--- src/core/radio_seq_consts.vh ---
// Constants of the radio command sequencer: register offsets, reset values
// and instruction opcodes.
// Assumes inclusion by the sequencer module only.
`ifndef RADIO_SEQ_CONSTS_VH
`define RADIO_SEQ_CONSTS_VH

// ****************************************************************
// Register offsets
// ****************************************************************
`define OFS_CMD       8'h00
`define OFS_CNT_X     8'h01
`define OFS_CNT_Y     8'h02
`define OFS_CNT_Z     8'h03
`define OFS_CTRL      8'h04
`define OFS_CMP_LO    8'h05
`define OFS_CMP_HI    8'h06
`define OFS_STATUS    8'h07

// ****************************************************************
// Field positions and reset values
// ****************************************************************
`define CTRL_CPU_BIT  0
`define RST_BYTE      8'h00

// ****************************************************************
// Opcodes, wait count and strobe codes
// ****************************************************************
`define OP_WAIT_X     8'hbb
`define OP_WAIT_CMP   8'hb8
`define OP_LABEL      8'hba
`define OP_HALT       8'hdf
`define OP_IMM_HALT   8'hff
`define OP_IMM_RUN    8'hfe
`define OP_IMM_FIRST  8'he1
`define OP_IMM_LAST   8'he5
`define WAIT_ZERO_CNT 6'h20
`define STRB_RXON     4'h2
`define STRB_TXCCA    4'h4
`define STRB_LAST     4'h9

`endif

--- src/core/radio_command_sequencer.v ---
// Command strobe sequencer: stores a program of one-byte instructions and
// issues command strobes to the radio core, with timer waits and loops.
// Assumes a single clock, synchronous radio and timer inputs, and a radio
// that acknowledges every strobe it is given.
`timescale 1ns/10ps
`include "radio_seq_consts.vh"

module radio_command_sequencer #(
	parameter DEPTH   = 24,
	parameter TIMER_W = 16
) (
	input  wire               clk,
	input  wire               nrst,
	input  wire               clkEn,
	// Host register port.
	input  wire [7:0]         regAddr,
	input  wire [7:0]         regWrData,
	input  wire               regWr,
	input  wire               regRd,
	output reg  [7:0]         regRdData_q,
	// Timer and radio side.
	input  wire               macTimerOverflow,
	input  wire [TIMER_W-1:0] macTimerValue,
	input  wire               clearChannel,
	input  wire               frameDelimiter,
	input  wire               radioAck,
	// Registered strobes and event pulses.
	output reg                radioStrobe_q,
	output reg  [3:0]         radioCmd_q,
	output reg                rxEnablePulse_q,
	output reg                waitDoneFlag_q,
	output reg                haltFlag_q
);

	// ****************************************************************
	// State
	// ****************************************************************
	localparam [2:0] ST_IDLE = 3'b001;
	localparam [2:0] ST_RUN  = 3'b010;
	localparam [2:0] ST_ACK  = 3'b100;

	reg [2:0]         state_q;
	// The program lives in mem_q; wrPtr_q is the next free entry and also
	// the end of the program, so a run stops when pc_q reaches it.
	// label_q means nothing while labelValid_q is clear.
	reg [7:0]         mem_q [0:DEPTH-1];
	reg [4:0]         pc_q;
	reg [4:0]         wrPtr_q;
	reg [4:0]         label_q;
	reg               labelValid_q;
	reg [5:0]         waitCnt_q;
	reg               immPend_q;
	reg [3:0]         immCode_q;
	reg               ackImm_q;
	reg               runAfter_q;
	// Host registers; X doubles as the counter of the register wait.
	reg [7:0]         cntX_q;
	reg [7:0]         cntY_q;
	reg [7:0]         cntZ_q;
	reg               cpuCtrl_q;
	reg [TIMER_W-1:0] compare_q;

	wire [7:0] instr   = mem_q[pc_q];
	// A W field of zero stands for a full 32 overflows, hence six bits.
	wire [5:0] wTarget = (instr[4:0] == 5'h00) ?
		`WAIT_ZERO_CNT : {1'b0, instr[4:0]};
	wire [5:0] waitInc = waitCnt_q + 6'h01;
	wire       lastPc  = (pc_q == DEPTH[4:0] - 5'h01);

	// Loop index for clearing the program memory.
	integer i;

	// ****************************************************************
	// Condition select, shared by repeat and skip.
	// ****************************************************************
	// Code 7 is unused and reads as false, so with N set it is an
	// unconditional true; software relies on that for plain jumps.
	// The negate bit is applied after selection for every code.
	function condSel;
		input [2:0] c;
		input       negate;
		reg         v;
		begin
			case (c)
				3'd0: v = clearChannel;
				3'd1: v = frameDelimiter;
				3'd2: v = cpuCtrl_q;
				3'd3: v = lastPc;
				3'd4: v = (cntX_q == 8'h00);
				3'd5: v = (cntY_q == 8'h00);
				3'd6: v = (cntZ_q == 8'h00);
				default: v = 1'b0;
			endcase
			condSel = v ^ negate;
		end
	endfunction

	// A strobe code is a valid radio request from 1 up to the last code.
	function strobeValid;
		input [3:0] code;
		begin
			strobeValid = (code != 4'h0) && (code <= `STRB_LAST);
		end
	endfunction

	// ****************************************************************
	// Program counter step and register read selection
	// ****************************************************************
	// Five bits reach past the last entry, but the end-of-program test
	// stops the run before any such address is fetched.
	function [4:0] nextPc;
		input [4:0] pc;
		begin
			nextPc = pc + 5'h01;
		end
	endfunction

	// Unmapped offsets and the write-only command port read as zero.
	function [7:0] readMux;
		input [7:0] addr;
		begin
			if (addr == `OFS_CNT_X)
				readMux = cntX_q;
			else if (addr == `OFS_CNT_Y)
				readMux = cntY_q;
			else if (addr == `OFS_CNT_Z)
				readMux = cntZ_q;
			else if (addr == `OFS_CTRL)
				readMux = {7'h00, cpuCtrl_q};
			else if (addr == `OFS_CMP_LO)
				readMux = compare_q[7:0];
			else if (addr == `OFS_CMP_HI)
				readMux = compare_q[TIMER_W-1:8];
			else if (addr == `OFS_STATUS)
				readMux = {state_q[1], state_q[2], immPend_q, pc_q};
			else
				readMux = `RST_BYTE;
		end
	endfunction

	// ****************************************************************
	// Sequencer and register port
	// ****************************************************************
	always @(posedge clk or negedge nrst) begin
		if (!nrst) begin
			// Memory is cleared here too, so a half-loaded program left
			// from before a reset can never be started.
			state_q         <= ST_IDLE;
			for (i = 0; i < DEPTH; i = i + 1)
				mem_q[i] <= `RST_BYTE;
			pc_q            <= 5'h00;
			wrPtr_q         <= 5'h00;
			label_q         <= 5'h00;
			labelValid_q    <= 1'b0;
			waitCnt_q       <= 6'h00;
			immPend_q       <= 1'b0;
			immCode_q       <= 4'h0;
			ackImm_q        <= 1'b0;
			runAfter_q      <= 1'b0;
			cntX_q          <= `RST_BYTE;
			cntY_q          <= `RST_BYTE;
			cntZ_q          <= `RST_BYTE;
			cpuCtrl_q       <= 1'b0;
			compare_q       <= {TIMER_W{1'b0}};
			regRdData_q     <= `RST_BYTE;
			radioStrobe_q   <= 1'b0;
			radioCmd_q      <= 4'h0;
			rxEnablePulse_q <= 1'b0;
			waitDoneFlag_q  <= 1'b0;
			haltFlag_q      <= 1'b0;
		end else if (clkEn) begin
			radioStrobe_q   <= 1'b0;
			rxEnablePulse_q <= 1'b0;
			waitDoneFlag_q  <= 1'b0;
			haltFlag_q      <= 1'b0;

			// ****************************************
			// Instruction execution
			// ****************************************
			case (state_q)
				ST_ACK: begin
					// Nothing else is issued here: a radio that never
					// answers stalls the sequencer until a host halt or run command.
					if (radioAck) begin
						if (ackImm_q)
							state_q <= runAfter_q ? ST_RUN : ST_IDLE;
						else begin
							pc_q    <= nextPc(pc_q);
							state_q <= ST_RUN;
						end
					end
				end
				ST_IDLE, ST_RUN: begin
					if (immPend_q) begin
						// The running instruction is simply not looked at
						// this cycle, so it resumes where it stood.
						immPend_q  <= 1'b0;
						runAfter_q <= (state_q == ST_RUN);
						if (immCode_q != `STRB_TXCCA || clearChannel) begin
							radioStrobe_q   <= 1'b1;
							radioCmd_q      <= immCode_q;
							rxEnablePulse_q <= (immCode_q == `STRB_RXON);
							ackImm_q        <= 1'b1;
							state_q         <= ST_ACK;
						end
					end else if (state_q == ST_RUN) begin
						if (pc_q >= wrPtr_q)
							state_q <= ST_IDLE;
						else if (!instr[7]) begin
							if (condSel(instr[2:0], instr[3]))
								pc_q <= pc_q + {2'b00, instr[6:4]} +
									5'h01;
							else if (instr[6:4] != 3'h0)
								pc_q <= pc_q + 5'h01;
							// A zero skip length just holds here.
						end else if (instr[7:5] == 3'b100) begin
							// Overflows are counted in waitCnt_q, not in the
							// stored byte, so the program can be rerun as
							// it stands.
							if (macTimerOverflow) begin
								if (waitInc == wTarget) begin
									waitCnt_q      <= 6'h00;
									pc_q           <= pc_q + 5'h01;
									waitDoneFlag_q <= 1'b1;
								end else
									waitCnt_q <= waitInc;
							end
						end else if (instr == `OP_WAIT_X) begin
							// X itself is counted down, so software can read
							// back how many overflows are still owed.
							if (cntX_q == 8'h00) begin
								pc_q           <= pc_q + 5'h01;
								waitDoneFlag_q <= 1'b1;
							end else if (macTimerOverflow) begin
								cntX_q <= cntX_q - 8'h01;
								if (cntX_q == 8'h01) begin
									pc_q           <= pc_q + 5'h01;
									waitDoneFlag_q <= 1'b1;
								end
							end
						end else if (instr == `OP_WAIT_CMP) begin
							if (macTimerValue >= compare_q)
								pc_q <= pc_q + 5'h01;
						end else if (instr == `OP_LABEL) begin
							// At the last entry the label points at itself,
							// as there is no next entry to loop back to.
							label_q      <= lastPc ? pc_q :
								pc_q + 5'h01;
							labelValid_q <= 1'b1;
							pc_q         <= pc_q + 5'h01;
						end else if (instr[7:4] == 4'ha) begin
							if (labelValid_q &&
								condSel(instr[2:0], instr[3]))
								pc_q <= label_q;
							else
								pc_q <= pc_q + 5'h01;
						end else if (instr == `OP_HALT) begin
							// Unlike running off the end, a halt drops the
							// program, so it must be loaded again.
							state_q      <= ST_IDLE;
							for (i = 0; i < DEPTH; i = i + 1)
								mem_q[i] <= `RST_BYTE;
							pc_q         <= 5'h00;
							wrPtr_q      <= 5'h00;
							labelValid_q <= 1'b0;
							haltFlag_q   <= 1'b1;
						end else if (instr[7:5] == 3'b110 &&
							strobeValid(instr[3:0])) begin
							// A busy channel turns the conditional transmit
							// into a plain advance, so no ack is owed.
							if (instr[3:0] == `STRB_TXCCA &&
								!clearChannel)
								pc_q <= pc_q + 5'h01;
							else begin
								radioStrobe_q   <= 1'b1;
								radioCmd_q      <= instr[3:0];
								rxEnablePulse_q <=
									(instr[3:0] == `STRB_RXON);
								ackImm_q        <= 1'b0;
								state_q         <= ST_ACK;
							end
						end else
							pc_q <= nextPc(pc_q);
					end
				end
				default: state_q <= ST_IDLE;
			endcase

			// ****************************************
			// Host command port and registers
			// ****************************************
			// Host writes come last so they win over the sequencer in
			// the same cycle.
			if (regWr) begin
				if (regAddr == `OFS_CMD) begin
					if (regWrData == `OP_IMM_HALT) begin
						state_q      <= ST_IDLE;
						for (i = 0; i < DEPTH; i = i + 1)
							mem_q[i] <= `RST_BYTE;
						pc_q         <= 5'h00;
						wrPtr_q      <= 5'h00;
						labelValid_q <= 1'b0;
						immPend_q    <= 1'b0;
						waitCnt_q    <= 6'h00;
						haltFlag_q   <= 1'b1;
					end else if (regWrData == `OP_IMM_RUN) begin
						// An acknowledge still owed is dropped here.
						pc_q      <= 5'h00;
						waitCnt_q <= 6'h00;
						state_q   <= ST_RUN;
					end else if (regWrData >= `OP_IMM_FIRST &&
						regWrData <= `OP_IMM_LAST) begin
						immPend_q <= 1'b1;
						immCode_q <= regWrData[3:0];
					end else if (regWrData[7:5] != 3'b111 &&
						wrPtr_q < DEPTH[4:0]) begin
						mem_q[wrPtr_q] <= regWrData;
						wrPtr_q        <= wrPtr_q + 5'h01;
					end
				end else if (regAddr == `OFS_CNT_X)
					cntX_q <= regWrData;
				else if (regAddr == `OFS_CNT_Y)
					cntY_q <= regWrData;
				else if (regAddr == `OFS_CNT_Z)
					cntZ_q <= regWrData;
				else if (regAddr == `OFS_CTRL)
					cpuCtrl_q <= regWrData[`CTRL_CPU_BIT];
				else if (regAddr == `OFS_CMP_LO)
					compare_q[7:0] <= regWrData;
				else if (regAddr == `OFS_CMP_HI)
					compare_q[TIMER_W-1:8] <= regWrData[TIMER_W-9:0];
			end

			// ****************************************
			// Register reads
			// ****************************************
			// Read data is registered: it stands in the cycle after the
			// read strobe and holds until the next read.
			if (regRd)
				regRdData_q <= readMux(regAddr);
		end
	end

endmodule

--- config.mk ---
export PLATFORM = sky130hd
export DESIGN_NAME = radio_command_sequencer
export DESIGN_NICKNAME = d
export VERILOG_FILES = /design/src/core/radio_command_sequencer.v
export VERILOG_INCLUDE_DIRS = /design/src /design/src/core
export SDC_FILE = /design/constraint.sdc
export NUM_CORES = 1
export LEC_CHECK = 0
export ABC_AREA = 1
export ABC_CLOCK_PERIOD_IN_PS = 4300
export BUFFER_PORTS_ARGS = -buffer_cell sky130_fd_sc_hd__buf_2
export CORE_MARGIN = 1
export CORE_UTILIZATION = 35
export DETAILED_ROUTE_END_ITERATION = 6
export GPL_TIMING_DRIVEN = 0
export SLEW_MARGIN = 10
export SYNTH_ARGS = -nofsm -noshare
export SYNTH_HDL_FRONTEND = slang
export SYNTH_SLANG_ARGS = --single-unit
--- constraint.sdc ---
create_clock -name clk -period 4.3 [get_ports clk]
set_input_delay 0.215 -clock clk [delete_from_list [all_inputs] [get_ports clk]]
set_output_delay 0.215 -clock clk [all_outputs]
set_load 0.1 [all_outputs]
==> impl_summary.md, run 1 <==
Global routing
The leftover overflow at the end of global routing is 0. The largest net degree at the start of global routing is 90. The first global-routing pass estimated 130000 um of wire. Global routing consumed, over all layers together, 30.5% of the routing resources.

The number of antenna violations at the first check in global routing was 0. The number of global-route vias before repair is 20500.

Clock tree
The TritonCTS clock tree is yes. The root cell of the clock tree is sky130_fd_sc_hd__clkbuf_16. In this run the post-CTS setup repair buffer count came out at 0.

The later-pin clock latency in the skew report is 0.58 ns. Counting the buffers created by CTS gives 36. The maximum buffer depth of the clock tree is 3. The clock net in this run drives a total of 281 sinks. The clock transition at the register clock pins on the worst setup and hold paths after CTS is 0.06 ns. In this run the number of H-tree levels came out at 2.

STA
The transition time of the tightest slew-check pin is 1.44 ns. Once routing completed, OpenROAD measured the worst setup slack at 0.0807 ns. The time the worst path needs with I/O delays and setup is 4.22 ns. Measured against its own limit, the worst slew margin works out to 3.54%.

The final max-slew violation count is 0. The number of failing hold endpoints at the final stage is 0. For the final routed database, the setup TNS stands at 0 ns.

The setup violation total in the final timing report is 0. On the final layout, the worst clock skew is 0.0348 ns. Setup repair after global routing could not meet its margin everywhere. After layout, the worst path uses 98.1% of the clock period. Derived from the worst setup path, the maximum achievable clock frequency is 0.237 GHz.

Worst hold path
The worst hold path begins at regWrData[1]. The path with the worst hold slack has its endpoint at cntX_q[1]$_DFFE_PN0P_. The classification of the worst-slack hold path is primary input to register.

The number of instances on the worst hold path is 3.

Synth
Yosys instantiated no cell more often than sky130_fd_sc_hd__nand2_1. After synthesis, the share of flip-flops with an asynchronous set or reset is 100%. A synthesized cell averages 7.04 um2. Synthesis inferred 281 register bits. The most common flop cell mapped by yosys is sky130_fd_sc_hd__dfrtp_1. The sequential-to-total area share from yosys stat is 36.0%. The distinct cell type count after synthesis is 57. The commonest cells after synthesis are 481 x sky130_fd_sc_hd__nand2_1, 401 x sky130_fd_sc_hd__a21oi_1, 293 x sky130_fd_sc_hd__nor2_1. Yosys attributes the largest share of cell area to sky130_fd_sc_hd__dfrtp_1 36%, sky130_fd_sc_hd__a21oi_1 10%, sky130_fd_sc_hd__nand2_1 9.2%.

Synthesis produced a netlist whose cell count is 2774. The cell area that synthesis handed to floorplanning was 19500 um2. Of all cell types, the one taking the most synthesized area is sky130_fd_sc_hd__dfrtp_1.

The number of enable-type register cells in the synthesized netlist is 0. The share of Yosys cell area claimed by the top area cell type is 35.9%. During synthesis, Yosys emitted a total of 0 warnings. The net count after synthesis is 2848.

Placed design
The weighted congestion reported at the end of routability-driven placement is 0.986. The count of input and output buffers is 54. The placed standard-cell area is 20800 um2. The number of placed instances, taps included, is 3579.

At the placement stage, the worst setup path has a slack of -0.391 ns. The sum of net half-perimeters after detailed placement is 63400 um.

Pwr
The standby leakage power is 9.54 nW. Power spread over the standard cell area amounts to 528 nW/um2. The part of the power in combinational logic is 43.6%. The switching power of the nets is 5.35 mW. The internal portion of the total power is 6.30 mW. VDD sags by at most 0.361 mV. In this run switching power makes up 45.9% of total power. The clock network fraction of design power is 27.2%. The sequential cell fraction of total power is 29.2%.

Worst setup path
In this run the critical register-to-register path is captured at pc_q[4]$_DFFE_PN0P_. The worst setup path is captured at a register. Along the worst path, the maximum fanout reaches 10. Setup slack on the worst reg-to-reg path comes out at 0.08 ns.

The number of cells on the worst reg-to-reg path is 23. The most critical setup path has its startpoint at pc_q[2]$_DFFE_PN0P_. The worst reg2reg path startpoint is pc_q[2]$_DFFE_PN0P_. The required time of the critical path is 4.75 ns. The critical path launch point type is a register. The class of the most critical setup path is register to register. The arrival time reported for the critical path endpoint is 4.66 ns.

Final layout
The count of cells in the finished layout, fillers not included, comes to 3646. The number of antenna diodes in the final layout is 0. After filler insertion, the fill cell instance count of the layout stands at 5860. The core occupancy in the finished layout is 40.1%. The multi-input combinational cells in the finished layout cover a total of 10600 um2. The flip-flop and latch area is 7030 um2. The area growth from synthesis to final layout is 13.1%. The total number of nets in the final design is 2945. The area of all placed cells without fillers is 22100 um2.

The layout cell share with drive strength beyond 1 is 8.39%.

Floorplanning
The horizontal die dimension is 238 um. The vertical extent of the die is 238 um. The placeable core region is 55100 um2. In this run the count of I/O pins placed on the die edge is 57.

The die covers 56700 um2. Once the floorplan was initialized, standard cells occupied 35.4% of the core. Row generation in the floorplan step produced 86 rows.

Drt
The average via count per standard cell is 6.06. The detail route stage leaves a number of antenna-violating nets equal to 0. The wire length after detailed routing is 87900 um. The total vias in the final route is 22100. The first-pass iteration count of the detailed router is 7. In this run, the number of DRC markers left after iteration 0 of detailed routing was 2822. Dividing the detail-routed wire length by the instance count gives 24.1 um. The total DRC errors in the routed layout is 0.

Flow run
The number of violations of the max-capacitance limit is 0.

Status
The run finished with clean final reports.
## layer usage
layer / up-vias / global-route usage (%) / part of all wire [%]
met5: - / 0 / 0
met4: 0 / 18.3 / 6.6
met3: 314 / 6.37 / 11
met2: 1364 / 44.6 / 42
met1: 10600 / 41.1 / 41
li1: 9817 / - / -
## timing repair
| item | CTS | global route |
|---|---|---|
| hold buffers | 2 | 0 |
| cloned | 0 | 0 |
| gates resized for setup | 7 | 6 |
| hold endpoints to repair | 156 | 0 |
| endpoints found under the setup margin | 175 | 173 |
## kinds of logic (layout without fill, tap and decap cells)
logic type                 Yosys count  count (layout)  share of synthesized area (%)
AOI/OAI and AO/OA                 1010            1010                           30.5
xor gates and xnor gates            21              21                          0.942
adders and majority gates           33              33                           2.15
buffers and inverters              469             593                           9.99
DFF                                281             281                           36.0
and+or+nand+nor                    960             960                           20.4
## stage by stage
step	hold slack, ns	power (mW)
6_report	0.0386	11.6
5_1_grt	0.0465	12.1
4_1_cts	0.0174	11.5
3_5_place_dp	0.134	8.27
3_3_place_gp	0.464	8.22
2_1_floorplan	-0.0806	6.56
## worst max-delay path, stage by stage (launching register included)
cell and delay, ns:
sky130_fd_sc_hd__dfrtp_1 0.43, sky130_fd_sc_hd__buf_2 0.32, sky130_fd_sc_hd__inv_1 0.22, sky130_fd_sc_hd__clkbuf_4 0.35, sky130_fd_sc_hd__o211ai_1 0.17, sky130_fd_sc_hd__nand3_1 0.13
sky130_fd_sc_hd__nand2_1 0.23, sky130_fd_sc_hd__nand2_1 0.10, sky130_fd_sc_hd__nand2_2 0.23, sky130_fd_sc_hd__inv_1 0.18, sky130_fd_sc_hd__ha_1 0.25, sky130_fd_sc_hd__fa_1 0.39
sky130_fd_sc_hd__inv_1 0.07, sky130_fd_sc_hd__nand2_1 0.06, sky130_fd_sc_hd__a21oi_1 0.16, sky130_fd_sc_hd__xor2_1 0.09, sky130_fd_sc_hd__a21oi_1 0.25, sky130_fd_sc_hd__nor2_1 0.08
sky130_fd_sc_hd__nand2_1 0.08, sky130_fd_sc_hd__nand2_1 0.05, sky130_fd_sc_hd__nand2_1 0.07, sky130_fd_sc_hd__nand2_1 0.06, sky130_fd_sc_hd__nand2_1 0.07, sky130_fd_sc_hd__nand2_1 0.05
## state kept, by name, summed over array words and instances, names as in the netlist, 3 cells and up
| signal | flops |
|---|---|
| mem_q | 192 |
| compare_q | 16 |
| cntX_q | 8 |
| cntY_q | 8 |
| cntZ_q | 8 |
| regRdData_q | 8 |
| waitCnt_q | 6 |
| label_q | 5 |
| pc_q | 5 |
| wrPtr_q | 5 |
| immCode_q | 4 |
| radioCmd_q | 4 |
| state_q | 3 |
## power groups by stage
stage	combinational, mW	sequential (mW)	clock, mW
2_1_floorplan	3.05	3.51	0
3_3_place_gp	4.81	3.41	0
3_5_place_dp	4.85	3.42	0
4_1_cts	4.88	3.38	3.20
5_1_grt	5.39	3.44	3.28
6_report	5.08	3.40	3.17
## layout by cell type (no fill, tap or decap), drive strengths merged, types with 2 or more instances in the layout
| master | n |
|---|---|
| o41ai | 2 |
| inv | 258 |
| o2111ai | 9 |
| o211ai | 193 |
| o221ai | 5 |
| o21ai | 208 |
| buf | 138 |
| xor2 | 21 |
| nand3 | 119 |
| a21oi | 401 |
| ha | 32 |
| nor2 | 299 |
| a211oi | 3 |
| nor4 | 8 |
| clkinv | 12 |
| o2bb2ai | 3 |
| a221oi | 4 |
| a31oi | 112 |
| bufinv | 2 |
| dlygate4sd3 | 2 |
| and2 | 2 |
| o22ai | 22 |
| a22oi | 41 |
| clkbuf | 180 |
| nor3 | 19 |
| dfrtp | 280 |
| nand4 | 18 |
| nand2 | 493 |
## worst max path at each step
stage | cells past startpoint | slack [ns] | endpoint
final | 23 | 0.08 | pc_q[4]$_DFFE_PN0P_
after global routing | 23 | -0.04 | pc_q[4]$_DFFE_PN0P_
after CTS | 23 | 0.06 | pc_q[4]$_DFFE_PN0P_
after detailed placement | 15 | -0.39 | mem_q[60]$_DFFE_PN0P_
after global placement | 1 | -2.72 | mem_q[52]$_DFFE_PN0P_
after floorplan | 23 | 1.37 | pc_q[4]$_DFFE_PN0P_
## area by class of cell
class,instances,area share (%)
plain buffers,206,4.38
clock buffers,55,4.91
clock inverters,10,0.550
inverters,263,4.51
multi-input cells,2024,47.8
flip-flops and latches,281,31.9
well taps,748,4.24
repair buffers,59,1.73
No activity file was read; power rests on OpenSTA's default activity.
==> inputs of run 2 (changes only) <==
- ABC_AREA: 1 -> not set
==> run 2 against run 1 <==
  * Global-route usage is 2.1 points lower
  * Core utilization up 2.0 points
  * Critical path type unchanged
  * Clock power shrank 2%
  * Synthesized area is 9.5% lower
  * Fmax is 0.89% lower
  * Critical path depth is 1 lower
  * Count of clock-buffer cells in the layout down 4
  * Highest routed layer unchanged
  * Total power decreased by 37%
  * Routed wire length is 17% lower
  * Synthesized cell count shrank 25%
==> impl_summary.md, run 2 <==
Status
The flow ran to the end, and the final reports show no timing, DRC or antenna violations.

STA
The final worst-path setup slack is 0.0428 ns (-0.0378 ns). The final period utilization is 99.0% (+0.88 points). The setup violation total in the final timing report is 0 (unchanged).

The time the worst path needs with I/O delays and setup was 4.26 ns (+0.0378 ns). The peak clock frequency supported by timing came to 0.235 GHz (-0.89%). The relative slew slack is 28.5% (+25 points). The clock skew is 0.0150 ns (-0.0198 ns).

The number of failing hold endpoints at the final stage was 0 (unchanged). Setup repair after global routing could not meet its margin everywhere. The transition time of the tightest slew-check pin was 1.07 ns (-0.370 ns). The final max-slew violation count came to 0 (unchanged).

Placed design
The sum of net half-perimeters after detailed placement came to 51100 um (-19%). The post-placement worst setup slack is -1.63 ns (-1.24 ns). The number of placed cells counting well taps is 2798 (-22%). The placed standard-cell area is 18900 um2 (-9.4%).

The count of input and output buffers was 53 (-1.9%). The weighted congestion reported at the end of routability-driven placement is 0.985 (about the same).

Final layout
The area growth from synthesis to final layout is 17.4%. The register containing the most flip-flops in the final layout is mem_q. The total number of nets in the final design is 2283 (-22%). The largest registers in the layout are mem_q (192), compare_q (16). The layout cell share with drive strength beyond 1 is 15.1% (+6.7 points). The count of placed standard cells in the final layout, fillers left out is 2902 (-20%). The area of all placed cells without fillers was 20700 um2 (-6.0%). The count of filler cells inserted in the layout is 4986 (-15%). The number of flip-flops under the largest register name was 192 (unchanged). Leaving out fill and tap cells, the most frequent cells in the layout are 570 x sky130_fd_sc_hd__o21ai_0, 279 x sky130_fd_sc_hd__dfrtp_1, 208 x sky130_fd_sc_hd__a21oi_1. The leading cell type in the layout, fill and taps excluded is sky130_fd_sc_hd__o21ai_0.

Drt
The first-pass iteration count of the detailed router is 6 (-1). The average via count per standard cell came to 6.19 (+2.1%). The DRC marker count from the first detailed-route iteration is 2401 (-15%).

The wire length after detailed routing is 72500 um (-17%). The number of nets with antenna violations after routing was 0 (unchanged). The total vias in the final route was 18000 (-19%).

The total DRC errors in the routed layout came to 0 (unchanged). The detailed-route wire length per cell is 25.0 um (+3.7%).

Pwr
The standby leakage power was 8.52 nW (-11%). The power density relative to cell area is 353 nW/um2 (-33%). The maximum VDD drop is 0.242 mV (-33%).

Floorplanning
The starting density of the core is 35.8% (+0.35 points). The vertical extent of the die is 227 um (-4.8%). The horizontal die dimension was 227 um (-4.8%). The count of pins on the block boundary is 57 (unchanged). The die footprint came to 51400 um2 (-9.4%).

The number of placement rows was 81 (-5.8%). The placeable core region came to 49400 um2 (-10%).

Clock tree
The maximum buffer depth of the clock tree is 3 (unchanged). The TritonCTS clock tree is yes. The later-pin clock latency in the skew report is 0.56 ns (-0.02 ns). The number of sinks handled by clock tree synthesis is 281 (unchanged). The total number of H-tree levels is 2 (unchanged). The total clock buffers created by CTS is 35 (-2.8%). The root buffer cell chosen for the clock tree is sky130_fd_sc_hd__clkbuf_16. The clock transition at the register clock pins on the worst setup and hold paths after CTS is 0.06 ns (about the same).

Synth
Sorting the synthesized cells by area gives the leading types as sky130_fd_sc_hd__dfrtp_1 40%, sky130_fd_sc_hd__o21ai_0 17%, sky130_fd_sc_hd__a21oi_1 6.0%. The net count after synthesis is 2152 (-24%). The async set-reset flop share out of synthesis is 100% (unchanged).

The number of enable-type register cells in the synthesized netlist is 0 (unchanged). By count the netlist is led by 588 x sky130_fd_sc_hd__o21ai_0, 280 x sky130_fd_sc_hd__dfrtp_1, 212 x sky130_fd_sc_hd__a21oi_1. The average instance area after synthesis is 8.50 um2 (+21%).

The number of warning messages in the yosys log is 0 (unchanged). By instance count, the leading cell after synthesis is sky130_fd_sc_hd__o21ai_0. The distinct cell type count after synthesis is 91 (+60%). The share of Yosys cell area claimed by the top area cell type is 39.7% (+3.8 points).

The most common flop cell mapped by yosys is sky130_fd_sc_hd__dfrtp_1. The sequential-to-total area share from yosys stat was 39.8% (+3.8 points). The number of instances in the synthesized netlist is 2078 (-25%).

The post-synthesis sequential element count is 281 (unchanged). The cell type with the largest total area after synthesis is sky130_fd_sc_hd__dfrtp_1. The area of the mapped netlist is 17700 um2 (-9.5%).

Global routing
The largest net degree at the start of global routing is 89 (-1.1%). The number of global-route vias before repair was 17000 (-17%). The number of antenna violations at the first check in global routing is 1 (+1). The wire length of the first global-routing pass came to 109000 um (-17%). The leftover overflow at the end of global routing is 0 (unchanged). The global routing usage summed across all routing layers is 28.4% (-2.1 points).

Flow run
The number of violations of the max-capacitance limit was 0 (unchanged).

Worst hold path
The classification of the worst-slack hold path is primary input to register.

Worst setup path
The required time of the critical path is 4.71 ns (-0.04 ns). The critical path is of the register to register type. The largest fanout of any net on the critical path is 10 (unchanged). The arrival time reported for the critical path endpoint is 4.67 ns (about the same). The critical path capture point type is a register.

The critical path launch point type is a register.
==> run 2: final timing paths <==
check,endpoint,from,depth (start not counted),slack (ns)
worst max-delay path,wrPtr_q[3]$_DFFE_PN0P_,pc_q[0]$_DFFE_PN0P_,22,0.04
worst min-delay path,mem_q[4]$_DFFE_PN0P_,regWrData[4],3,0.07
worst max register to register,wrPtr_q[3]$_DFFE_PN0P_,pc_q[0]$_DFFE_PN0P_,22,0.04
worst min register to register,radioStrobe_q$_DFFE_PN0P_,radioStrobe_q$_DFFE_PN0P_,1,0.48
max in group asynchronous,mem_q[115]$_DFFE_PN0P_,nrst,4,2.97
min in group asynchronous,compare_q[2]$_DFFE_PN0P_,nrst,2,0.15
==> run 2: cell families (layout without fill, tap and decap cells) <==
group | Yosys count | after routing | share of synthesized area [%]
flip-flops | 281 | 281 | 39.8
multiplexers | 129 | 129 | 9.52
XOR/XNOR | 20 | 20 | 0.992
other | 0 | 2 | 0
AND/OR/NAND/NOR | 398 | 398 | 10.9
adder cells (fa/ha/maj) | 33 | 33 | 2.38
AO/OA/AOI/OAI | 965 | 965 | 30.3
buffers and inverters | 252 | 410 | 6.03
==> run 2: repair_timing <==
action,4_1_cts,5_1_grt
endpoints found under the setup margin,233,203
endpoints found under the hold margin,56,0
resized for setup,68,68
setup buffers,22,17
pin swaps,5,9
hold buffers,1,0
cloned,0,0
==> run 2: area by class of cell <==
type                            instances  area (um2)  share of cell area (%)
Multi-Input combinational cell       1545        9800                    47.2
Sequential cell                       281        7030                    33.9
Buffer                                201        1030                    4.98
Clock buffer                           51        1030                    4.95
Tap cell                              664         831                    4.00
Timing Repair Buffer                   96         672                    3.24
Inverter                               49         188                   0.905
Clock inverter                         13         158                   0.760
Antenna cell                            2        5.00                  0.0241
==> run 2: critical path, cell delays in order, from the launching register on <==
cell and delay [ns]:
sky130_fd_sc_hd__dfrtp_1 0.39, sky130_fd_sc_hd__buf_6 0.13, sky130_fd_sc_hd__buf_12 0.12, sky130_fd_sc_hd__buf_12 0.12, sky130_fd_sc_hd__buf_16 0.14, sky130_fd_sc_hd__buf_12 0.14, sky130_fd_sc_hd__buf_12 0.13, sky130_fd_sc_hd__buf_12 0.14
sky130_fd_sc_hd__clkinvlp_4 0.09, sky130_fd_sc_hd__ha_1 0.23, sky130_fd_sc_hd__nand2b_4 0.13, sky130_fd_sc_hd__a21o_1 0.17, sky130_fd_sc_hd__a21o_1 0.17, sky130_fd_sc_hd__a21o_1 0.21, sky130_fd_sc_hd__a2111oi_4 0.49, sky130_fd_sc_hd__nor4b_4 0.30
sky130_fd_sc_hd__buf_6 0.18, sky130_fd_sc_hd__buf_6 0.15, sky130_fd_sc_hd__buf_6 0.12, sky130_fd_sc_hd__a21oi_1 0.05, sky130_fd_sc_hd__a31o_2 0.26, sky130_fd_sc_hd__a21oi_2 0.13, sky130_fd_sc_hd__o22ai_1 0.09
==> run 2: power by group <==
part / internal [mW] / switching, mW
combinational: 0.514 / 0.948
sequential: 2.70 / 0.0689
clock: 1.85 / 1.25
==> run 2: metrics by stage <==
stage	utilization [%]	TNS [ns]	power, mW	hold WS (ns)
after floorplan	-	0	3.64	-0.0806
after global placement	38.1	-969.60	4.10	0.463
after detailed placement	38.2	-285.49	4.12	0.144
after CTS	41.5	0	7.27	0.0571
after global routing	42.0	-0.520	7.55	0.0795
final	42.0	0	7.33	0.0690
==> run 2: per-layer routing <==
metal	track usage [%]	share of wire [%]	vias up
li1	-	-	7876
met1	38.9	42	8843
met2	42.8	44	1042
met3	5.81	9.6	204
met4	13.0	4.9	0
met5	0	0	-
